==> src/io_func_pkg.sv <==
package io_func_pkg;
  // ***********************
  // Register indices
  // ***********************
  localparam logic [5:0] IDX_PORT5_CTRL = 6'h05;
  localparam logic [5:0] IDX_PORT6_DIR = 6'h06;
  localparam logic [5:0] IDX_PORT7_DIR = 6'h07;
  localparam logic [5:0] IDX_PORT8_DIR = 6'h08;
  localparam logic [5:0] IDX_RAM_POINTER = 6'h09;
  localparam logic [5:0] IDX_IR_CTRL = 6'h0e;
  localparam logic [5:0] IDX_IRQ_FLAGS = 6'h0f;
  localparam logic [5:0] IDX_PAGE_SEL = 6'h10;
  localparam logic [5:0] IDX_HIGH_PRESET = 6'h11;
  localparam logic [5:0] IDX_LOW_PRESET = 6'h12;
  localparam logic [5:0] IDX_CNT2_PRESET = 6'h13;
  localparam int IDX_MSB = 7;
  localparam int IDX_LSB = 2;
  localparam int LANE0 = 0;
  // ***********************
  // Field positions
  // ***********************
  localparam int IR_ENABLE_BIT = 7;
  localparam int CARRIER_MODE_BIT = 6;
  localparam int LOW_ONLY_BIT = 5;
  localparam int IR_PIN_SEL_BIT = 3;
  localparam int TIMER_PIN_SEL_BIT = 2;
  localparam int IRQ1_PIN_SEL_BIT = 1;
  localparam int IRQ0_PIN_SEL_BIT = 0;
  localparam int FLAG_PORT_CHANGE = 7;
  localparam int FLAG_LOW_TIMER = 6;
  localparam int FLAG_HIGH_TIMER = 5;
  localparam int FLAG_COUNTER_TWO = 4;
  localparam int FLAG_COUNTER_ONE = 3;
  localparam int FLAG_IRQ1 = 2;
  localparam int FLAG_IRQ0 = 1;
  localparam int FLAG_MAIN_TIMER = 0;
  localparam int P5_IR_PIN = 7;
  localparam int P5_TIMER_PIN = 6;
  localparam int P5_IRQ1_PIN = 5;
  localparam int P5_IRQ0_PIN = 4;
  localparam int SEG_P8_UPPER = 3;
  localparam int SEG_P8_LOWER = 2;
  localparam int SEG_P7_UPPER = 1;
  localparam int SEG_P7_LOWER = 0;
  localparam int PAGE_SEL_BIT = 0;
  // ***********************
  // Masks and reset values
  // ***********************
  localparam logic [7:0] IR_CTRL_MASK = 8'hef;
  localparam logic [7:0] RAM_POINTER_MASK = 8'h7f;
  localparam logic [7:0] DIR_RESET = 8'hff;
  localparam logic [7:0] CTRL_RESET = 8'h00;
  localparam logic [7:0] PRESET_RESET = 8'h00;
  localparam logic [23:0] UPPER_ZERO = 24'h000000;
endpackage : io_func_pkg

==> src/reload_counter_if.sv <==
`timescale 1ns/1ps
interface reload_counter_if;
  logic run;
  logic [7:0] preset;
  logic underflow;
  modport ctrl (output run, output preset, input underflow);
  modport counter (input run, input preset, output underflow);
endinterface : reload_counter_if
==> src/io_function_and_irq_status_regs.sv <==
`timescale 1ns/1ps
module io_function_and_irq_status_regs (
  // Clock and reset
  input wire logic i_clk,
  input wire logic i_rst_n,
  // Avalon-MM slave
  input wire logic [7:0] i_address,
  input wire logic i_read,
  input wire logic i_write,
  input wire logic [31:0] i_writedata,
  input wire logic [3:0] i_byteenable,
  output logic [31:0] o_readdata,
  output logic o_waitrequest,
  // Port 5 pins 7..4
  input wire logic [7:4] i_port5_data_out,
  input wire logic [7:4] i_port5_pin_in,
  output logic [7:4] o_port5_pin_out,
  output logic [7:4] o_port5_pin_oe,
  // Port 6 pins
  input wire logic [7:0] i_port6_data_out,
  input wire logic [7:0] i_port6_pin_in,
  output logic [7:0] o_port6_pin_out,
  output logic [7:0] o_port6_pin_oe,
  // Port 7 and port 8 pins with segment sharing
  input wire logic [7:0] i_port7_data_out,
  input wire logic [7:0] i_port8_data_out,
  input wire logic [7:0] i_lcd_seg_port7,
  input wire logic [7:0] i_lcd_seg_port8,
  input wire logic [7:0] i_port8_pin_in,
  output logic [7:0] o_port7_pin_out,
  output logic [7:0] o_port7_pin_oe,
  output logic [7:0] o_port8_pin_out,
  output logic [7:0] o_port8_pin_oe,
  // Events from neighbouring timers, same clock
  input wire logic i_counter_one_underflow,
  input wire logic i_main_timer_overflow,
  // Status and function outputs
  output logic [7:0] o_interrupt_flags,
  output logic o_timer_clock_in,
  output logic [6:0] o_data_ram_address
);
  typedef enum logic [1:0] {GEN_IDLE, GEN_HIGH, GEN_LOW} gen_state_t;

  // ***********************
  // Registers
  // ***********************
  logic [7:0] port5_dir_and_segment_select;
  logic [7:0] port6_direction;
  logic [7:0] port7_direction;
  logic [7:0] port8_direction;
  logic [7:0] data_ram_address;
  logic [7:0] infrared_pin_function_control;
  logic [7:0] interrupt_flags;
  logic [7:0] page_select_register;
  logic [7:0] high_width_preset;
  logic [7:0] low_width_preset;
  logic [7:0] counter_two_preset;
  gen_state_t state;
  gen_state_t next_state;
  logic carrier;
  logic [6:4] p5_s1;
  logic [6:4] p5_s2;
  logic [6:4] p5_s3;
  logic [7:0] p6_s1;
  logic [7:0] p6_s2;
  logic [7:0] p6_s3;
  logic [7:0] p8_s1;
  logic [7:0] p8_s2;
  logic [7:0] p8_s3;

  reload_counter_if high_if ();
  reload_counter_if low_if ();
  reload_counter_if cnt2_if ();

  // ***********************
  // Bus decode
  // ***********************
  wire [5:0] idx = i_address[io_func_pkg::IDX_MSB:io_func_pkg::IDX_LSB];
  wire req = i_read || i_write;
  wire take = req && !o_waitrequest;
  wire wr_take = take && i_write && i_byteenable[io_func_pkg::LANE0];
  wire [7:0] wdata = i_writedata[7:0];
  wire page0_open = !page_select_register[io_func_pkg::PAGE_SEL_BIT];
  wire wr_page0 = wr_take && page0_open;
  wire wr_p5 = wr_page0 && (idx == io_func_pkg::IDX_PORT5_CTRL);
  wire wr_p6 = wr_page0 && (idx == io_func_pkg::IDX_PORT6_DIR);
  wire wr_p7 = wr_page0 && (idx == io_func_pkg::IDX_PORT7_DIR);
  wire wr_p8 = wr_page0 && (idx == io_func_pkg::IDX_PORT8_DIR);
  wire wr_ram = wr_page0 && (idx == io_func_pkg::IDX_RAM_POINTER);
  wire wr_ir = wr_take && (idx == io_func_pkg::IDX_IR_CTRL);
  wire wr_flags = wr_take && (idx == io_func_pkg::IDX_IRQ_FLAGS);
  wire wr_page = wr_take && (idx == io_func_pkg::IDX_PAGE_SEL);
  wire wr_high = wr_take && (idx == io_func_pkg::IDX_HIGH_PRESET);
  wire wr_low = wr_take && (idx == io_func_pkg::IDX_LOW_PRESET);
  wire wr_cnt2 = wr_take && (idx == io_func_pkg::IDX_CNT2_PRESET);

  // Closed page and unmapped addresses read as zero
  wire [7:0] rd_value =
    (page0_open && idx == io_func_pkg::IDX_PORT5_CTRL) ?
      port5_dir_and_segment_select :
    (page0_open && idx == io_func_pkg::IDX_PORT6_DIR) ? port6_direction :
    (page0_open && idx == io_func_pkg::IDX_PORT7_DIR) ? port7_direction :
    (page0_open && idx == io_func_pkg::IDX_PORT8_DIR) ? port8_direction :
    (page0_open && idx == io_func_pkg::IDX_RAM_POINTER) ? data_ram_address :
    (idx == io_func_pkg::IDX_IR_CTRL) ? infrared_pin_function_control :
    (idx == io_func_pkg::IDX_IRQ_FLAGS) ? interrupt_flags :
    (idx == io_func_pkg::IDX_PAGE_SEL) ? page_select_register :
    (idx == io_func_pkg::IDX_HIGH_PRESET) ? high_width_preset :
    (idx == io_func_pkg::IDX_LOW_PRESET) ? low_width_preset :
    (idx == io_func_pkg::IDX_CNT2_PRESET) ? counter_two_preset : 8'h00;

  // ***********************
  // Control fields
  // ***********************
  wire ir_enable = infrared_pin_function_control[io_func_pkg::IR_ENABLE_BIT];
  wire carrier_mode =
    infrared_pin_function_control[io_func_pkg::CARRIER_MODE_BIT];
  wire low_only = infrared_pin_function_control[io_func_pkg::LOW_ONLY_BIT];
  wire ir_sel = infrared_pin_function_control[io_func_pkg::IR_PIN_SEL_BIT];
  wire tmr_sel = infrared_pin_function_control[io_func_pkg::TIMER_PIN_SEL_BIT];
  wire irq1_sel = infrared_pin_function_control[io_func_pkg::IRQ1_PIN_SEL_BIT];
  wire irq0_sel = infrared_pin_function_control[io_func_pkg::IRQ0_PIN_SEL_BIT];
  wire [7:0] seg = port5_dir_and_segment_select;

  // ***********************
  // Bus slave
  // ***********************
  // One wait cycle per access: keeps read data a plain registered mux
  always_ff @(posedge i_clk)
  begin
    if (!i_rst_n)
      o_waitrequest <= 1'b1;
    else
      o_waitrequest <= !(req && o_waitrequest);
  end

  always_ff @(posedge i_clk)
  begin
    if (!i_rst_n)
      o_readdata <= 32'h00000000;
    else if (req && o_waitrequest)
      o_readdata <= {io_func_pkg::UPPER_ZERO, i_read ? rd_value : 8'h00};
  end

  // ***********************
  // Control registers
  // ***********************
  always_ff @(posedge i_clk)
  begin
    if (!i_rst_n)
    begin
      port5_dir_and_segment_select <= io_func_pkg::DIR_RESET;
      port6_direction <= io_func_pkg::DIR_RESET;
      port7_direction <= io_func_pkg::DIR_RESET;
      port8_direction <= io_func_pkg::DIR_RESET;
      data_ram_address <= io_func_pkg::CTRL_RESET;
      infrared_pin_function_control <= io_func_pkg::CTRL_RESET;
      page_select_register <= io_func_pkg::CTRL_RESET;
    end
    else
    begin
      if (wr_p5)
        port5_dir_and_segment_select <= wdata;
      if (wr_p6)
        port6_direction <= wdata;
      if (wr_p7)
        port7_direction <= wdata;
      if (wr_p8)
        port8_direction <= wdata;
      if (wr_ram)
        data_ram_address <= wdata & io_func_pkg::RAM_POINTER_MASK;
      if (wr_ir)
        infrared_pin_function_control <= wdata & io_func_pkg::IR_CTRL_MASK;
      if (wr_page)
        page_select_register <= wdata;
    end
  end

  always_ff @(posedge i_clk)
  begin
    if (!i_rst_n)
    begin
      high_width_preset <= io_func_pkg::PRESET_RESET;
      low_width_preset <= io_func_pkg::PRESET_RESET;
      counter_two_preset <= io_func_pkg::PRESET_RESET;
    end
    else
    begin
      if (wr_high)
        high_width_preset <= wdata;
      if (wr_low)
        low_width_preset <= wdata;
      if (wr_cnt2)
        counter_two_preset <= wdata;
    end
  end

  // ***********************
  // Pin synchronisers
  // ***********************
  always_ff @(posedge i_clk)
  begin
    if (!i_rst_n)
    begin
      p5_s1 <= 3'h0;
      p5_s2 <= 3'h0;
      p5_s3 <= 3'h0;
      p6_s1 <= 8'h00;
      p6_s2 <= 8'h00;
      p6_s3 <= 8'h00;
      p8_s1 <= 8'h00;
      p8_s2 <= 8'h00;
      p8_s3 <= 8'h00;
    end
    else
    begin
      p5_s1 <= i_port5_pin_in[6:4];
      p5_s2 <= p5_s1;
      p5_s3 <= p5_s2;
      p6_s1 <= i_port6_pin_in;
      p6_s2 <= p6_s1;
      p6_s3 <= p6_s2;
      p8_s1 <= i_port8_pin_in;
      p8_s2 <= p8_s1;
      p8_s3 <= p8_s2;
    end
  end

  // ***********************
  // Waveform generator
  // ***********************
  assign high_if.run = (state == GEN_HIGH);
  assign high_if.preset = high_width_preset;
  assign low_if.run = (state == GEN_LOW);
  assign low_if.preset = low_width_preset;
  // Counter 2 always reloads on its own
  assign cnt2_if.run = 1'b1;
  assign cnt2_if.preset = counter_two_preset;

  reload_counter u_high_timer (
    .i_clk(i_clk),
    .i_rst_n(i_rst_n),
    .cnt(high_if.counter)
  );
  reload_counter u_low_timer (
    .i_clk(i_clk),
    .i_rst_n(i_rst_n),
    .cnt(low_if.counter)
  );
  reload_counter u_counter_two (
    .i_clk(i_clk),
    .i_rst_n(i_rst_n),
    .cnt(cnt2_if.counter)
  );

  always_comb
  begin
    next_state = state;
    case (state)
      GEN_IDLE:
        next_state = ir_enable ? (low_only ? GEN_LOW : GEN_HIGH) : GEN_IDLE;
      GEN_HIGH:
        next_state = (high_if.underflow || low_only) ? GEN_LOW : GEN_HIGH;
      GEN_LOW:
        next_state = (low_if.underflow && !low_only) ? GEN_HIGH : GEN_LOW;
      default:
        next_state = GEN_IDLE;
    endcase
    if (!ir_enable)
      next_state = GEN_IDLE;
  end

  always_ff @(posedge i_clk)
  begin
    if (!i_rst_n)
      state <= GEN_IDLE;
    else
      state <= next_state;
  end

  // Carrier period is 2*(preset+1) cycles
  always_ff @(posedge i_clk)
  begin
    if (!i_rst_n)
      carrier <= 1'b0;
    else if (cnt2_if.underflow)
      carrier <= !carrier;
  end

  wire wave = (state == GEN_HIGH) ||
              ((state == GEN_LOW) && carrier_mode && carrier);

  // ***********************
  // Pin muxing
  // ***********************
  // Waveform routed to pin 7
  wire ir_on_pin = ir_enable && ir_sel;
  wire [7:4] p5_out = {ir_on_pin ? wave : i_port5_data_out[7],
                       i_port5_data_out[6:4]};
  wire [7:0] p7_seg = {{4{seg[io_func_pkg::SEG_P7_UPPER]}},
                       {4{seg[io_func_pkg::SEG_P7_LOWER]}}};
  wire [7:0] p8_seg = {{4{seg[io_func_pkg::SEG_P8_UPPER]}},
                       {4{seg[io_func_pkg::SEG_P8_LOWER]}}};

  always_ff @(posedge i_clk)
  begin
    if (!i_rst_n)
    begin
      o_port5_pin_out <= 4'h0;
      o_port5_pin_oe <= 4'h0;
      o_port6_pin_out <= 8'h00;
      o_port6_pin_oe <= 8'h00;
      o_port7_pin_out <= 8'h00;
      o_port7_pin_oe <= 8'h00;
      o_port8_pin_out <= 8'h00;
      o_port8_pin_oe <= 8'h00;
    end
    else
    begin
      o_port5_pin_out <= p5_out;
      o_port5_pin_oe <= ~seg[7:4];
      o_port6_pin_out <= i_port6_data_out;
      o_port6_pin_oe <= ~port6_direction;
      o_port7_pin_out <= (p7_seg & i_lcd_seg_port7) |
                         (~p7_seg & i_port7_data_out);
      o_port7_pin_oe <= p7_seg | ~port7_direction;
      o_port8_pin_out <= (p8_seg & i_lcd_seg_port8) |
                         (~p8_seg & i_port8_data_out);
      o_port8_pin_oe <= p8_seg | ~port8_direction;
    end
  end

  // ***********************
  // Interrupt flags
  // ***********************
  // Timer clock from pin 6
  wire tmr_pin = tmr_sel && p5_s2[io_func_pkg::P5_TIMER_PIN];
  wire irq1_evt = irq1_sel && p5_s2[io_func_pkg::P5_IRQ1_PIN] &&
                  !p5_s3[io_func_pkg::P5_IRQ1_PIN];
  wire irq0_evt = irq0_sel && p5_s2[io_func_pkg::P5_IRQ0_PIN] &&
                  !p5_s3[io_func_pkg::P5_IRQ0_PIN];
  // Input change on ports 6 and 8
  wire port_chg = |((p6_s2 ^ p6_s3) & port6_direction) ||
                  |((p8_s2 ^ p8_s3) & port8_direction & ~p8_seg);

  wire [7:0] events;
  assign events[io_func_pkg::FLAG_PORT_CHANGE] = port_chg;
  assign events[io_func_pkg::FLAG_LOW_TIMER] = low_if.underflow;
  assign events[io_func_pkg::FLAG_HIGH_TIMER] = high_if.underflow;
  assign events[io_func_pkg::FLAG_COUNTER_TWO] = cnt2_if.underflow;
  assign events[io_func_pkg::FLAG_COUNTER_ONE] = i_counter_one_underflow;
  assign events[io_func_pkg::FLAG_IRQ1] = irq1_evt;
  assign events[io_func_pkg::FLAG_IRQ0] = irq0_evt;
  assign events[io_func_pkg::FLAG_MAIN_TIMER] = i_main_timer_overflow;

  wire [7:0] next_flags = (interrupt_flags & (wr_flags ? wdata : 8'hff)) |
                          events;

  always_ff @(posedge i_clk)
  begin
    if (!i_rst_n)
    begin
      interrupt_flags <= io_func_pkg::CTRL_RESET;
      o_interrupt_flags <= io_func_pkg::CTRL_RESET;
      o_timer_clock_in <= 1'b0;
      o_data_ram_address <= 7'h00;
    end
    else
    begin
      interrupt_flags <= next_flags;
      o_interrupt_flags <= next_flags;
      o_timer_clock_in <= tmr_pin;
      o_data_ram_address <= data_ram_address[6:0];
    end
  end
endmodule : io_function_and_irq_status_regs

==> src/reload_counter.sv <==
`timescale 1ns/1ps
module reload_counter (
  // Clock and reset
  input wire logic i_clk,
  input wire logic i_rst_n,
  // Control side
  reload_counter_if.counter cnt
);
  logic [7:0] count;

  // Idle counter sits at its preset, so a new phase lasts preset+1 cycles
  assign cnt.underflow = cnt.run && (count == 8'h00);

  always_ff @(posedge i_clk)
  begin
    if (!i_rst_n)
      count <= 8'h00;
    else if (!cnt.run || cnt.underflow)
      count <= cnt.preset;
    else
      count <= count - 8'h01;
  end
endmodule : reload_counter

==> config.mk <==
export PLATFORM = sky130hd
export DESIGN_NAME = io_function_and_irq_status_regs
export DESIGN_NICKNAME = d
export VERILOG_FILES = /design/src/io_func_pkg.sv /design/src/reload_counter_if.sv /design/src/io_function_and_irq_status_regs.sv /design/src/reload_counter.sv
export SDC_FILE = /design/constraint.sdc
export NUM_CORES = 1
export LEC_CHECK = 0
export BUFFER_PORTS_ARGS = -buffer_cell sky130_fd_sc_hd__buf_4
export CAP_MARGIN = 5
export CORE_MARGIN = 8
export CORE_UTILIZATION = 53
export CTS_CLUSTER_SIZE = 40
export DETAILED_ROUTE_END_ITERATION = 10
export GPL_ROUTABILITY_DRIVEN = 0
export PLACE_DENSITY = 0.78
export SYNTH_ARGS = -nofsm -noshare
export SYNTH_HDL_FRONTEND = slang
export SYNTH_HIERARCHICAL = 1
export SYNTH_SLANG_ARGS = --single-unit
==> constraint.sdc <==
create_clock -name i_clk -period 2.8 [get_ports i_clk]
set_input_delay 0.7 -clock i_clk [delete_from_list [all_inputs] [get_ports i_clk]]
set_output_delay 0.7 -clock i_clk [all_outputs]
set_load 0.02 [all_outputs]
# [Yosys cells after proc, flatten, opt, wreduce, memory -nomap -nowiden]
# Index checks and enable logic that the tools add are counted.
[classes] n_reduce_logical=54 muxes=21 addsub=3 eq_ne=13 bitwise_logic=21
[ops] cell="$mux 8" n=16
[ops] cell="$and 8x8->8" n=8
[ops] cell="$not 8->8" n=5
[ops] cell="$or 8x8->8" n=5
[ops] cell="$logic_and 1x1->1" n=32
[ops] cell="$eq 6x4->1 const B" n=4
[ops] cell="$eq 6x5->1 const B" n=4
[ops] cell="$logic_not 8->1" n=3
[ops] cell="$sub 8x1->8 const B" n=3
[ops] cell="$eq 6x3->1 const B" n=3
[ops] cell="$reduce_or 8->1" n=2
[ops] cell="$xor 8x8->8" n=2
[ops] cell="$logic_not 1->1" n=9
[ops] cell="$logic_or 1x1->1" n=6
[ops] cell="$mux 2" n=3
[ops] cell="$pmux 2 s3" n=1
[ops] cell="$not 4->4" n=1
[ops] cell="$eq 2x1->1 const B" n=1
[ops] cell="$eq 2x2->1 const B" n=1
[ops] cell="$logic_not 2->1" n=1
[ops] cell="$reduce_and 2->1" n=1
[ops] cell="$mux 1" n=1
[word_totals] elab_cells=149 inputBits=114 output_inout_bits=105 reg_bits=242

# [Logic depth before layout (Yosys ltp)]
# Gate-level depths: netlist (run 1).
[depth] depth_word=13 mapped_depth=8 ltp_nobuf=8

# [Hierarchy]
# The synthesis (run 1) kept the hierarchy.
[modules_own_cells] module="io_function_and_irq_status_regs" area_per_inst_um2=8445.6 cells_each=824 instances=1 seq_area_each_um2=4364.2
[modules_own_cells] module="reload_counter" area_per_inst_um2=455.4 cells_each=49 instances=3 seq_area_each_um2=160.2

# [Worst setup path after synthesis (run 1)]
# OpenSTA, ideal clock, no wires.
[synth_path] kind="in2reg" start="input port i_address[4]" end="register high_width_preset[7] (netlist: high_if.preset[7])" path_buffers=2 path_stages=6 required_ps=2684 setup_ps=116 arrival_time_ps=2089 slack_ps=595 path_cell_list="clkbuf_2 > or4b_1 > buf_2 > nor3_4 > mux2i_1 > nor2b_1"
[synth_via] elab_chain_len=2
[synth_rtl] item="start, declared" line_no="io_function_and_irq_status_regs.sv:7" text="input wire logic [7:0] i_address,"
[synth_rtl] item="$eq 6x5->1" line_no="io_function_and_irq_status_regs.sv:93" text="wire wr_high = wr_take && (idx == io_func_pkg::IDX_HIGH_PRESET);"
[synth_rtl] item="$logic_and 1x1->1" line_no="io_function_and_irq_status_regs.sv:93"
[synth_rtl] item="end signal, assigned" line_no="io_function_and_irq_status_regs.sv:183" text="high_width_preset <= io_func_pkg::PRESET_RESET;"
[synth_rtl] item="end signal, assigned" line_no="io_function_and_irq_status_regs.sv:190" text="high_width_preset <= wdata;"
[synth_rtl] item="end, declared" line_no="io_function_and_irq_status_regs.sv:55" text="logic [7:0] high_width_preset;"
# Every way passes these cells.
# A chain may end at the register's enable or synchronous reset.

# [Worst setup path after layout (run 1)]
[layout_path] start="register page_select_register[0]" end="register port8_direction[1]"
[layout_via] elab_chain_len=3
[layout_rtl] item="start, declared" line_no="io_function_and_irq_status_regs.sv:54" text="logic [7:0] page_select_register;"
[layout_rtl] item="start signal, assigned" line_no="io_function_and_irq_status_regs.sv:158" text="page_select_register <= io_func_pkg::CTRL_RESET;"
[layout_rtl] item="start signal, assigned" line_no="io_function_and_irq_status_regs.sv:175" text="page_select_register <= wdata;"
[layout_rtl] item="$logic_not 1->1" line_no="io_function_and_irq_status_regs.sv:83" text="wire page0_open = !page_select_register[io_func_pkg::PAGE_SEL_BIT];"
[layout_rtl] item="$logic_and 1x1->1" line_no="io_function_and_irq_status_regs.sv:84" text="wire wr_page0 = wr_take && page0_open;"
[layout_rtl] item="$logic_and 1x1->1" line_no="io_function_and_irq_status_regs.sv:88" text="wire wr_p8 = wr_page0 && (idx == io_func_pkg::IDX_PORT8_DIR);"
[layout_rtl] item="end signal, assigned" line_no="io_function_and_irq_status_regs.sv:155" text="port8_direction <= io_func_pkg::DIR_RESET;"
[layout_rtl] item="end signal, assigned" line_no="io_function_and_irq_status_regs.sv:169" text="port8_direction <= wdata;"
[layout_rtl] item="end, declared" line_no="io_function_and_irq_status_regs.sv:50" text="logic [7:0] port8_direction;"
# Every way passes these cells.

==> metrics.md, run 1 <==
| Metric | Value |
|---|---|
| CTS buffer count | `25` |
| Fillers | `1,464` |
| Initial antenna violation count | `0` |
| Root Driver | `clkbuf_16` |
| Remaining antenna violation count | `0` |
| CP Class | `register to register` |
| Multi-input logic area | `0.00454 mm^2` |
| Mapped cell area | `just under 0.01 mm^2` |
| GRT Total Usage | `20.2%` |
| DIE AREA | `0.0231 mm^2` |
| Slew Limit Fails | `0` |
| CP arrival | `2.42 ns` |
| # diodes | `0` |
| Residual DRC | `0` |
| Fin Setup TNS | `0 ns` |
| Maxcap violations | `0` |
| Hold_buf cts | `0` |
| Yosys warnings | `6` |
| Final min period | `2.02 ns` |
| I/O Pins | `219` |
| First-pass GRT wire length | `38,600 um` |
| Crit path launch type | `register` |
| Clk pin slew, worst setup/hold paths | `0.06 ns` |
| Met2 Usage GRT | `32.2%` |
| Fmax | `between 400 and 500 MHz` |
| DRT Wirelength | `around 24,000 um` |
| Initial Util | `between 50% and 60%` |
| Leading register cell type out of synthesis | `dfxtp_1` |
| Most common cell after layout, fill and taps aside | `dfxtp_1` |
| Number of synthesized flops with an enable pin | `0` |
| Seq/Total Area, Yosys | `49.4%` |
| Global route hottest layer | `met2` |
| Die height | `152 um` |
| Layout net count | `between 1,000 and 1,500` |
| Maximum root-to-sink buffer count | `3` |
| Period utilization | `72.1%` |
| Vias | `7,275` |
| Netlist cell types | `64` |
| PwrDens | `approximately 630 mW/mm^2` |
| Final instance area | `around 0.012 mm^2` |
| Drt wl/cell | `17.9 um` |
| Asr flop ratio synth | `0%` |
| R2r setup slk | `0.78 ns` |
| Number of global-route vias before repair | `7,070` |
| Worst setup margin | `0.781 ns` |
| Peak supply drop | `533 uV` |
| Placed cell areas | `0.0111 mm^2` |
| Pre-antenna DRT Iters | `5` |
| Core footprint | `around 0.018 mm^2` |
| Worst slew pin tran | `between 0.5 and 0.6 ns` |
| Worst-path fanout max | `9` |
| Core Util, Final | `65.6%` |
| Die outline width | `around 150 um` |
| Row count | `around 50` |
| Area grow syn2layout | `20.9%` |
| Critical path data required time | `3.20 ns` |
| Syn Area/Cell | `10.1 um^2` |
| Worst slack, placed | `0.307 ns` |
| #FFs+latches synth | `242` |
| Vias per inst | `5.34` |
| CTS tree | `yes` |
| Postcts setup bufs | `0` |
| Relative slew slack | `63.9%` |
| M3 GR Usage | `5.08%` |
| Most frequent cells in the layout | `dfxtp_1, buf_4, mux2i_1` |
| Synth Instances | `971` |
| Worst-Skew Late Latency | `0.53 ns` |
| Grt ovf | `0` |
| IO Port Bufs | `164` |
| Share of layout cells above drive strength 1 | `21.1%` |
| Leak Pwr | `5.24 nW` |
| Power, Total | `7.43 mW` |
| RSZ-0062 raised after global routing | `no` |
| FF/Latch Area | `0.00484 mm^2` |
| Clock Skew | `0.00972 ns` |
| Hold Crit Class | `primary input to register` |
| H-tree depth | `1` |
| Final Hold Vio Count | `0` |
| Final setup violation count | `0` |
| Post-DP HPWL | `17,200 um` |
| Clock sink count | `242` |
| Drt initial violations | `605` |
| Global-route met1 utilization | `approximately a quarter` |
| Post_cts resized | `0` |
| Largest net degree at the start of global routing | `113` |
| Status | `completed` |
| CP endpoint kind | `register` |
report_power, final:
| group | switching [mW] | leakage, nW | internal [mW] |
|---|---|---|---|
| registers | 0.0666 | 1.98 | 3.55 |
| logic | 0.398 | 2.89 | 0.327 |
| clock network | 1.32 | 0.378 | 1.77 |
| total | 1.78 | 5.24 | 5.65 |
synth_stat cells, types with 2 or more instances:
| cell | number | area (um^2) |
|---|---|---|
| a21boi_0 | 22 | 165 |
| a21oi_1 | 24 | 120 |
| a222oi_1 | 2 | 20.0 |
| a22o_1 | 4 | 35.0 |
| a22oi_1 | 8 | 60.1 |
| a31oi_4 | 3 | 63.8 |
| and2_1 | 82 | 513 |
| and3_1 | 5 | 31.3 |
| buf_1 | 4 | 15.0 |
| buf_2 | 4 | 20.0 |
| buf_4 | 24 | 180 |
| buf_6 | 3 | 33.8 |
| clkbuf_1 | 45 | 169 |
| conb_1 | 2 | 7.51 |
| dfxtp_1 | 242 | 4840 |
| ha_1 | 6 | 75.1 |
| inv_1 | 25 | 93.8 |
| mux2i_1 | 95 | 951 |
| mux4_2 | 8 | 180 |
| nand2_1 | 76 | 285 |
| nand2b_1 | 4 | 25.0 |
| nand3_1 | 28 | 140 |
| nand3b_1 | 2 | 15.0 |
| nand4_1 | 3 | 18.8 |
| nor2_1 | 22 | 82.6 |
| nor2_2 | 4 | 25.0 |
| nor2_4 | 2 | 22.5 |
| nor2b_1 | 85 | 532 |
| nor3_1 | 5 | 25.0 |
| nor3b_1 | 6 | 45.0 |
| nor4_4 | 3 | 63.8 |
| o2111ai_1 | 3 | 26.3 |
| o211a_1 | 9 | 90.1 |
| o211ai_1 | 5 | 37.5 |
| o21ai_0 | 32 | 160 |
| o21ai_1 | 7 | 35.0 |
| o221ai_1 | 5 | 43.8 |
| or3_1 | 3 | 18.8 |
| xnor2_1 | 9 | 78.8 |
| xor2_1 | 26 | 228 |
layout make-up:
cell class,instances,area share [%]
inverters,25,0.791
repair buffers,177,11.3
multi-input cells,646,38.2
well taps,229,2.41
flip-flops and latches,242,40.8
clock buffers,32,5.58
clock inverters,11,0.854
layer usage:
metal / share of wire, % / vias to the layer above
met5: 0 / -
met4: 3.2 / 0
met3: 7.7 / 53
met2: 46 / 278
met1: 43 / 3420
li1: - / 3524
final timing paths:
check,cells past startpoint,startpoint,end
setup / recovery,5,page_select_register[0]$_SDFFE_PN0P_,port8_direction[1]$_SDFFE_PN1P_
hold / removal,2,i_port6_data_out[1],o_port6_pin_out[1]$_SDFF_PN0_
setup reg to reg,5,page_select_register[0]$_SDFFE_PN0P_,port8_direction[1]$_SDFFE_PN1P_
hold reg to reg,1,p6_s1[4]$_SDFF_PN0_,p6_s2[4]$_SDFF_PN0_
worst max-delay path, cell delays in order (launching register included):
cell     delay (ns)
dfxtp_1        0.34
nor3_1         0.44
nand3_1        0.30
nor2_2         0.50
mux2i_1        0.25
nand2_1        0.07
kinds of logic after synthesis:
family	synth area share, %
xor gates and xnor gates	3.12
and+or+nand+nor	20.0
other	0.0765
muxes	11.5
DFF	49.4
buffers and inverters	5.27
adders and majority gates	0.765
AOI/OAI and AO/OA	9.84
stage by stage:
stage | instances | hold WS [ns]
2_1_floorplan | 994 | 0.412
5_1_grt | 1362 | 0.366
3_3_place_gp | 1319 | 0.415
4_1_cts | 1362 | 0.363
3_5_place_dp | 1319 | 0.417
6_report | 1362 | 0.376
(Power assumes the default switching activity.)
==> run 2: changes to the inputs <==
--- a/config.mk
+++ b/config.mk
@@ -8,11 +8,11 @@
 export BUFFER_PORTS_ARGS = -buffer_cell sky130_fd_sc_hd__buf_4
 export CAP_MARGIN = 5
 export CORE_MARGIN = 8
-export CORE_UTILIZATION = 53
+export CORE_UTILIZATION = 49
 export CTS_CLUSTER_SIZE = 40
 export DETAILED_ROUTE_END_ITERATION = 10
 export GPL_ROUTABILITY_DRIVEN = 0
-export PLACE_DENSITY = 0.78
+export PLACE_DENSITY = 0.76
 export SYNTH_ARGS = -nofsm -noshare
 export SYNTH_HDL_FRONTEND = slang
 export SYNTH_HIERARCHICAL = 1
==> constraint.sdc (replaced) <==
create_clock -name i_clk -period 1.6 [get_ports i_clk]
set_input_delay 0.4 -clock i_clk [delete_from_list [all_inputs] [get_ports i_clk]]
set_output_delay 0.4 -clock i_clk [all_outputs]
set_load 0.02 [all_outputs]
==> run 2 against run 1 <==
The run now ends with negative setup slack left; via count up 3.1%; critical path depth is the same; die area rose by 7.3%; hold slack got worse by 0.29 ns; first-iteration DRC count increased by 15%; fmax increased by 21%; sequential power is 75% higher; critical path type unchanged; highest routed layer unchanged.
==> metrics.md, run 2 (same netlist as run 1, synthesis figures left out) <==
| Metric | Value |
|---|---|
| I/O Pins | `219 (unchanged)` |
| RSZ-0062 raised after global routing | `yes (was no)` |
| FF-to-FF Start | `page_select_register[0]$_SDFFE_PN0P_ (unchanged)` |
| Stages on the worst setup path | `5 (unchanged)` |
| Root Driver | `clkbuf_16 (unchanged)` |
| Slowest cell on the critical path | `or3_4 (was nor2_2)` |
| Placed cell areas | `0.0117 mm^2 (was 0.0111 mm^2)` |
| Cell mode on critical path | `or3_4` |
| CP Class | `register to register (unchanged)` |
| CTS buffer count | `25 (unchanged)` |
| Hold Path Origin | `i_port5_data_out[6] (was i_port6_data_out[1])` |
| Critical path data required time | `2.00 ns (was 3.20 ns)` |
| Hold Path Cell Cnt | `2 (unchanged)` |
| Final min period | `1.67 ns (was 2.02 ns)` |
| Status | `complete, but fails checks (was completed)` |
| First-pass GRT wire length | `39,200 um (was 38,600 um)` |
| Most common cell after layout, fill and taps aside | `dfxtp_1 (unchanged)` |
| Maximum root-to-sink buffer count | `3 (unchanged)` |
| Grt ovf | `0 (unchanged)` |
| R2r setup slk | `-0.07 ns (was 0.78 ns)` |
| Vias | `7,504 (was 7,275)` |
| Layout net count | `1,292 (was 1,237)` |
| Core footprint | `0.0196 mm^2 (was 0.0181 mm^2)` |
| Number of global-route vias before repair | `7,267 (was 7,070)` |
| DIE AREA | `0.0248 mm^2 (was 0.0231 mm^2)` |
| Die outline width | `158 um (was 152 um)` |
| Area grow syn2layout | `30.7% (was 20.9%)` |
| Capture point of the worst reg-to-reg path | `o_readdata[7]$_SDFFE_PN0P_ (was port8_direction[1]$_SDFFE_PN1P_)` |
| Worst-path fanout max | `5 (was 9)` |
| Post-DP HPWL | `18,400 um (was 17,200 um)` |
| # diodes | `0 (unchanged)` |
| Remaining antenna violation count | `0 (unchanged)` |
| Maxcap violations | `0 (unchanged)` |
| Initial antenna violation count | `0 (unchanged)` |
| Core Util, Final | `65.5% (was 65.6%)` |
| DRT Wirelength | `26,000 um (was 24,400 um)` |
| Residual DRC | `0 (unchanged)` |
| Row count | `51 (was 49)` |
| CTS tree | `yes (unchanged)` |
| Clock sink count | `242 (unchanged)` |
| Crit path buf inv count | `0 (unchanged)` |
| Period utilization | `105% (was 72.1%)` |
| Delay-heaviest family, CP | `simple AND/OR/NAND/NOR gates (unchanged)` |
| Hold Crit Class | `primary input to register (unchanged)` |
| Clock Skew | `0.0134 ns (was 0.00972 ns)` |
| Vias per inst | `5.16 (was 5.34)` |
| Failing checks | `negative setup slack` |
| Leak Pwr | `5.66 nW (was 5.24 nW)` |
| Die height | `158 um (was 152 um)` |
| Hold_buf cts | `0 (unchanged)` |
| Initial Util | `50.1% (was 54.3%)` |
| Drt initial violations | `698 (was 605)` |
| Worst slew pin tran | `0.512 ns (was 0.541 ns)` |
| Worst-path cell chain | `or3_4 -> or3_4 -> o311a_1 -> o221ai_1 -> o211ai_1 (was nor3_1 -> nand3_1 -> nor2_2 -> mux2i_1 -> nand2_1)` |
| Peak supply drop | `869 uV (was 533 uV)` |
| Share of layout cells above drive strength 1 | `27.6% (was 21.1%)` |
| H-tree depth | `1 (unchanged)` |
| Largest net degree at the start of global routing | `78 (was 113)` |
| Hold Path End | `o_port5_pin_out[6]$_SDFF_PN0_ (was o_port6_pin_out[1]$_SDFF_PN0_)` |
| Worst setup margin | `-0.0722 ns (was 0.781 ns)` |
| Final instance area | `0.0128 mm^2 (was 0.0119 mm^2)` |
| PwrDens | `1070 mW/mm^2 (was 626 mW/mm^2)` |
| Crit path launch type | `register (unchanged)` |
| CP endpoint kind | `register (unchanged)` |
| R2R cell count | `5 (unchanged)` |
| Drt wl/cell | `17.8 um (was 17.9 um)` |
| Worst-Skew Late Latency | `0.52 ns (was 0.53 ns)` |
| Pre-antenna DRT Iters | `5 (unchanged)` |
| Critical Path Max Stage Delay | `0.43 ns (was 0.50 ns)` |
| CP arrival | `2.07 ns (was 2.42 ns)` |
| Clk pin slew, worst setup/hold paths | `0.06 ns (about the same)` |
| IO Port Bufs | `164 (unchanged)` |
| Final setup violation count | `8 (was 0)` |
| Most frequent cells in the layout | `dfxtp_1, buf_4, mux2i_1 (unchanged)` |
| Final Hold Vio Count | `0 (unchanged)` |
| Relative slew slack | `65.6% (was 63.9%)` |
| GRT Total Usage | `20.0% (was 20.2%)` |
| Fmax | `598 MHz (was 495 MHz)` |
| Slew Limit Fails | `0 (unchanged)` |
[run 2: cell count changes in the layout (fill, tap and decap cells not counted), sizes merged]
cell	change
buf	+53
bufinv	+3
clkinvlp	+2
clkinv	-3
clkbuf	+2
[run 2: how the worst max path moves through the flow]
stage | start | to | slack (ns)
2_1_floorplan | i_address[4] | high_if.preset[7]$_SDFFE_PN0P_ | -0.29
3_3_place_gp | i_address[6] | o_readdata[5]$_SDFFE_PN0P_ | -0.34
3_5_place_dp | i_address[6] | o_readdata[5]$_SDFFE_PN0P_ | -0.37
4_1_cts | page_select_register[0]$_SDFFE_PN0P_ | o_readdata[4]$_SDFFE_PN0P_ | 0.007
5_1_grt | page_select_register[0]$_SDFFE_PN0P_ | o_readdata[4]$_SDFFE_PN0P_ | -0.14
6_report | page_select_register[0]$_SDFFE_PN0P_ | o_readdata[7]$_SDFFE_PN0P_ | -0.07
[run 2: cell type report]
class	count	area, um^2
multi-input cells	646	4730
well taps	265	332
inverters	25	93.8
clock inverters	13	176
fillers	1584	6770
repair buffers	232	1960
clock buffers	32	682
flip-flops and latches	242	4850
[run 2: metal layers]
layer,vias up,share of wire (%),global-route usage [%]
li1,3642,-,-
met1,3532,43,26.4
met2,281,46,31.8
met3,49,8.1,4.50
met4,0,2.8,6.17
met5,-,0,0
[run 2: power breakdown]
group | switching, mW | total, mW | internal, mW
Sequential | 0.113 | 6.33 | 6.21
Clock | 2.35 | 6.01 | 3.66
Combinational | 0.740 | 1.40 | 0.660
Total | 3.20 | 13.7 | 10.5
[run 2: through the flow]
stage               cells  total power [mW]  TNS (ns)  setup slack (ns)  hold slack [ns]
floorplan             994              7.33     -6.95            -0.286            0.412
global placement     1403              7.80    -15.54            -0.338            0.414
detailed placement   1403              7.82    -17.62            -0.370            0.418
CTS                  1448              13.8         0           0.00729           0.0686
global route         1455              14.3    -0.874            -0.139           0.0709
finish               1455              13.7    -0.417           -0.0722           0.0876
[run 2: repair_timing]
action | in CTS | in global routing
pin swaps | 7 | 21
buffers inserted | 0 | 5
resized for setup | 9 | 26
setup endpoints to repair | 19 | 76
cloned | 0 | 2
hold endpoints to repair | 0 | 0
==> run 3: changes to the inputs <==
--- a/config.mk
+++ b/config.mk
@@ -5,6 +5,7 @@
 export SDC_FILE = /design/constraint.sdc
 export NUM_CORES = 1
 export LEC_CHECK = 0
+export ABC_AREA = 1
 export BUFFER_PORTS_ARGS = -buffer_cell sky130_fd_sc_hd__buf_4
 export CAP_MARGIN = 5
 export CORE_MARGIN = 8
==> constraint.sdc (replaced) <==
create_clock -name i_clk -period 1.45 [get_ports i_clk]
set_input_delay 0.3625 -clock i_clk [delete_from_list [all_inputs] [get_ports i_clk]]
set_output_delay 0.3625 -clock i_clk [all_outputs]
set_load 0.02 [all_outputs]
==> run 3 against run 2 <==
Hold slack worse by 0.067 ns; setup slack worse by 0.00057 ns; highest routed layer unchanged; the flow still finishes with violations (negative setup slack); critical path depth is 6 higher; critical endpoint is now o_readdata[4]$_SDFFE_PN0P_; sequential share of layout area is 0.45 points lower; sequential cell count stayed put; clock skew is 0.0048 ns lower; cell count is 26% higher; register-to-register slack hardly changed.
==> metrics.md, run 3 <==
| Metric | Value |
|---|---|
| Status | `complete, but fails checks (unchanged)` |
| Failing checks | `negative setup slack (unchanged)` |
| Drt initial violations | `752 (was 698)` |
| CP Class | `register to register (unchanged)` |
| Final instance area | `0.0130 mm^2 (was 0.0128 mm^2)` |
| Most frequent cells in the layout | `nand2_1, dfxtp_1, buf_4 (was dfxtp_1, buf_4, mux2i_1)` |
| Worst setup margin | `-0.0727 ns (was -0.0722 ns)` |
| I/O Pins | `219 (unchanged)` |
| Final setup violation count | `6 (was 8)` |
| FF-to-FF Start | `page_select_register[0]$_SDFFE_PN0P_ (unchanged)` |
| Initial Util | `50.1% (about the same)` |
| Maximum root-to-sink buffer count | `3 (unchanged)` |
| Core footprint | `0.0195 mm^2 (was 0.0196 mm^2)` |
| Crit path buf inv count | `3 (was 0)` |
| Die height | `157 um (was 158 um)` |
| Asr flop ratio synth | `0% (unchanged)` |
| Count leader, synth | `nand2_1 (was dfxtp_1)` |
| CP endpoint kind | `register (unchanged)` |
| Fin cells | `1,837 (was 1,455)` |
| Vias | `9,062 (was 7,504)` |
| Critical path data required time | `1.91 ns (was 2.00 ns)` |
| Residual DRC | `0 (unchanged)` |
| Syn Area/Cell | `7.41 um^2 (was 10.1 um^2)` |
| GRT Total Usage | `21.7% (was 20.0%)` |
| Clk pin slew, worst setup/hold paths | `0.06 ns (about the same)` |
| Post-DP HPWL | `20,000 um (was 18,400 um)` |
| Die outline width | `157 um (was 158 um)` |
| Number of global-route vias before repair | `8,765 (was 7,267)` |
| Cell taking the most area after synthesis | `dfxtp_1 (unchanged)` |
| First-pass GRT wire length | `43,300 um (was 39,200 um)` |
| Synth top area cells | `dfxtp_1, nand2_1, inv_1 (was dfxtp_1, mux2i_1, nor2b_1)` |
| Number of synthesized flops with an enable pin | `0 (unchanged)` |
| CTS buffer count | `26 (was 25)` |
| Top cells by count, synth | `nand2_1, dfxtp_1, inv_1 (was dfxtp_1, mux2i_1, nor2b_1)` |
| Leak Pwr | `6.67 nW (was 5.66 nW)` |
| Clock Skew | `0.00863 ns (was 0.0134 ns)` |
| Drt wl/cell | `15.1 um (was 17.8 um)` |
| Most common cell after layout, fill and taps aside | `nand2_1 (was dfxtp_1)` |
| #FFs+latches synth | `242 (unchanged)` |
| R2R cell count | `11 (was 5)` |
| Grt ovf | `0 (unchanged)` |
| Seq/Total Area, Yosys | `49.5% (was 49.4%)` |
| Slew Limit Fails | `0 (unchanged)` |
| Yosys top cell area share | `49.5% (was 49.4%)` |
| DRT Wirelength | `27,700 um (was 26,000 um)` |
| Capture point of the worst reg-to-reg path | `o_readdata[4]$_SDFFE_PN0P_ (was o_readdata[7]$_SDFFE_PN0P_)` |
| FF/Latch Area | `0.00486 mm^2 (was 0.00485 mm^2)` |
| Mapped cell area | `0.00979 mm^2 (was 0.00981 mm^2)` |
| Crit path launch type | `register (unchanged)` |
| Placed cell areas | `0.0118 mm^2 (was 0.0117 mm^2)` |
| Clock sink count | `242 (unchanged)` |
| Worst-path cell chain | `buf_6 -> nor4_4 -> buf_6 -> nand2_2 -> nand2_2 -> inv_2 -> nand3_2 -> nand2_2 -> nand2_2 -> nand2_2 -> a21oi_2 (was or3_4 -> or3_4 -> o311a_1 -> o221ai_1 -> o211ai_1)` |
| Hold Path Origin | `i_port6_pin_in[6] (was i_port5_data_out[6])` |
| Slowest cell on the critical path | `dfxtp_2 (was or3_4)` |
| Share of layout cells above drive strength 1 | `26.5% (was 27.6%)` |
| Final Hold Vio Count | `0 (unchanged)` |
| Vias per inst | `4.93 (was 5.16)` |
| Layout net count | `1,672 (was 1,292)` |
| IO Port Bufs | `164 (unchanged)` |
| Hold_buf cts | `0 (unchanged)` |
| Critical Path Max Stage Delay | `0.34 ns (was 0.43 ns)` |
| Root Driver | `clkbuf_16 (unchanged)` |
| RSZ-0062 raised after global routing | `yes (unchanged)` |
| Multi-input logic area | `0.00417 mm^2 (was 0.00473 mm^2)` |
| Peak supply drop | `884 uV (was 869 uV)` |
| CP arrival | `1.98 ns (was 2.07 ns)` |
| Delay-heaviest family, CP | `simple AND/OR/NAND/NOR gates (unchanged)` |
| # diodes | `0 (unchanged)` |
| DIE AREA | `0.0248 mm^2 (about the same)` |
| Row count | `51 (unchanged)` |
| H-tree depth | `1 (unchanged)` |
| Largest net degree at the start of global routing | `69 (was 78)` |
| Cell mode on critical path | `nand2_2 (was or3_4)` |
| R2r setup slk | `-0.07 ns (about the same)` |
| Crit. Startpoint | `page_select_register[0]$_SDFFE_PN0P_ (unchanged)` |
| Placed Cells | `1,784 (was 1,403)` |
| Leading register cell type out of synthesis | `dfxtp_1 (unchanged)` |
| Fillers | `1,659 (was 1,584)` |
| Netlist cell types | `38 (was 64)` |
| Worst-path fanout max | `8 (was 5)` |
| PwrDens | `1200 mW/mm^2 (was 1070 mW/mm^2)` |
| Maxcap violations | `0 (unchanged)` |
| Initial antenna violation count | `0 (unchanged)` |
| Period utilization | `105% (about the same)` |
| Synth Instances | `1,321 (was 971)` |
| Hold Crit Class | `primary input to register (unchanged)` |
| Fmax | `657 MHz (was 598 MHz)` |
| Yosys warnings | `6 (unchanged)` |
| Worst slack, placed | `-0.407 ns (was -0.370 ns)` |
| Hold Path End | `p6_s1[6]$_SDFF_PN0_ (was o_port5_pin_out[6]$_SDFF_PN0_)` |
| Hold Path Cell Cnt | `3 (was 2)` |
| Worst-Skew Late Latency | `0.52 ns (about the same)` |
| Worst hold slack | `0.0202 ns (was 0.0876 ns)` |
| Remaining antenna violation count | `0 (unchanged)` |
| Area grow syn2layout | `32.8% (was 30.7%)` |
| Final min period | `1.52 ns (was 1.67 ns)` |
| Pre-antenna DRT Iters | `7 (was 5)` |
| CTS tree | `yes (unchanged)` |
## run 3: cell count changes in the layout (fill, tap and decap cells not counted), sizes merged, moves of 28 or more
cell    previous run  this run
nor2              28       159
inv               26       189
nor2b             85         0
o21ai             39        90
a21oi             24        85
and2              82         0
nand2             76       347
o211ai             5        33
mux2i             95         0
## run 3: kinds of logic (layout without fill, tap and decap cells)
logic type / after synthesis / count (layout) / share of synthesized area [%]
and+or+nand+nor: 592 / 593 / 25.8
buffers and inverters: 257 / 483 / 11.2
DFF: 242 / 242 / 49.5
AOI/OAI and AO/OA: 214 / 214 / 12.0
xor gates and xnor gates: 8 / 8 / 0.716
adders and majority gates: 6 / 6 / 0.767
other: 2 / 26 / 0.0767
## run 3: area by class of cell
class / instances / area share (%)
Tap cell: 265 / 2.55
Multi-Input combinational cell: 847 / 32.1
Inverter: 191 / 5.69
Clock buffer: 29 / 5.25
Timing Repair Buffer: 244 / 15.1
Sequential cell: 242 / 37.4
Clock inverter: 19 / 1.91
## run 3: repair_timing
action / in CTS / in global routing
gates cloned: 0 / 2
resized for setup: 16 / 64
pin swaps: 5 / 15
hold endpoints to repair: 0 / 0
buffers inserted: 1 / 3
endpoints found under the setup margin: 24 / 40
## run 3: how the worst max path moves through the flow
| stage | endpoint | cells after the start | slack (ns) |
|---|---|---|---|
| 3_3_place_gp | o_readdata[4]$_SDFFE_PN0P_ | 13 | -0.40 |
| 5_1_grt | state[1]$_SDFF_PN0_ | 10 | -0.13 |
| 6_report | o_readdata[4]$_SDFFE_PN0P_ | 11 | -0.07 |
| 4_1_cts | o_readdata[4]$_SDFFE_PN0P_ | 11 | -0.05 |
| 2_1_floorplan | o_readdata[6]$_SDFFE_PN0P_ | 12 | -0.06 |
| 3_5_place_dp | o_readdata[4]$_SDFFE_PN0P_ | 13 | -0.41 |
## run 3: metal layers
metal	wire (um)	track usage (%)
met1	10900	24.7
met2	14400	39.8
met3	1380	3.37
met4	996	8.70
met5	0	0
## run 3: power by group
| group | internal, mW | leakage (nW) | switching, mW | total, mW |
|---|---|---|---|---|
| clock network | 4.33 | 0.456 | 2.78 | 7.11 |
| registers | 6.85 | 1.98 | 0.112 | 6.96 |
| logic | 0.613 | 4.23 | 0.883 | 1.50 |
## run 3: worst register-to-register path, delay by kind of cell (launching register included)
kind	cells	cell delay [ns]
flip-flops	1	0.34
buffers and inverters	3	0.36
AND/OR/NAND/NOR	7	0.67
AO/OA/AOI/OAI	1	0.10
## run 3: per-stage QoR
stage	util (%)	TNS [ns]	power, mW
after floorplan	-	-0.190	7.98
after global placement	60.3	-15.53	8.52
after detailed placement	60.3	-19.22	8.55
after CTS	65.3	-0.174	15.6
after global routing	66.6	-0.761	16.1
final	66.6	-0.207	15.6
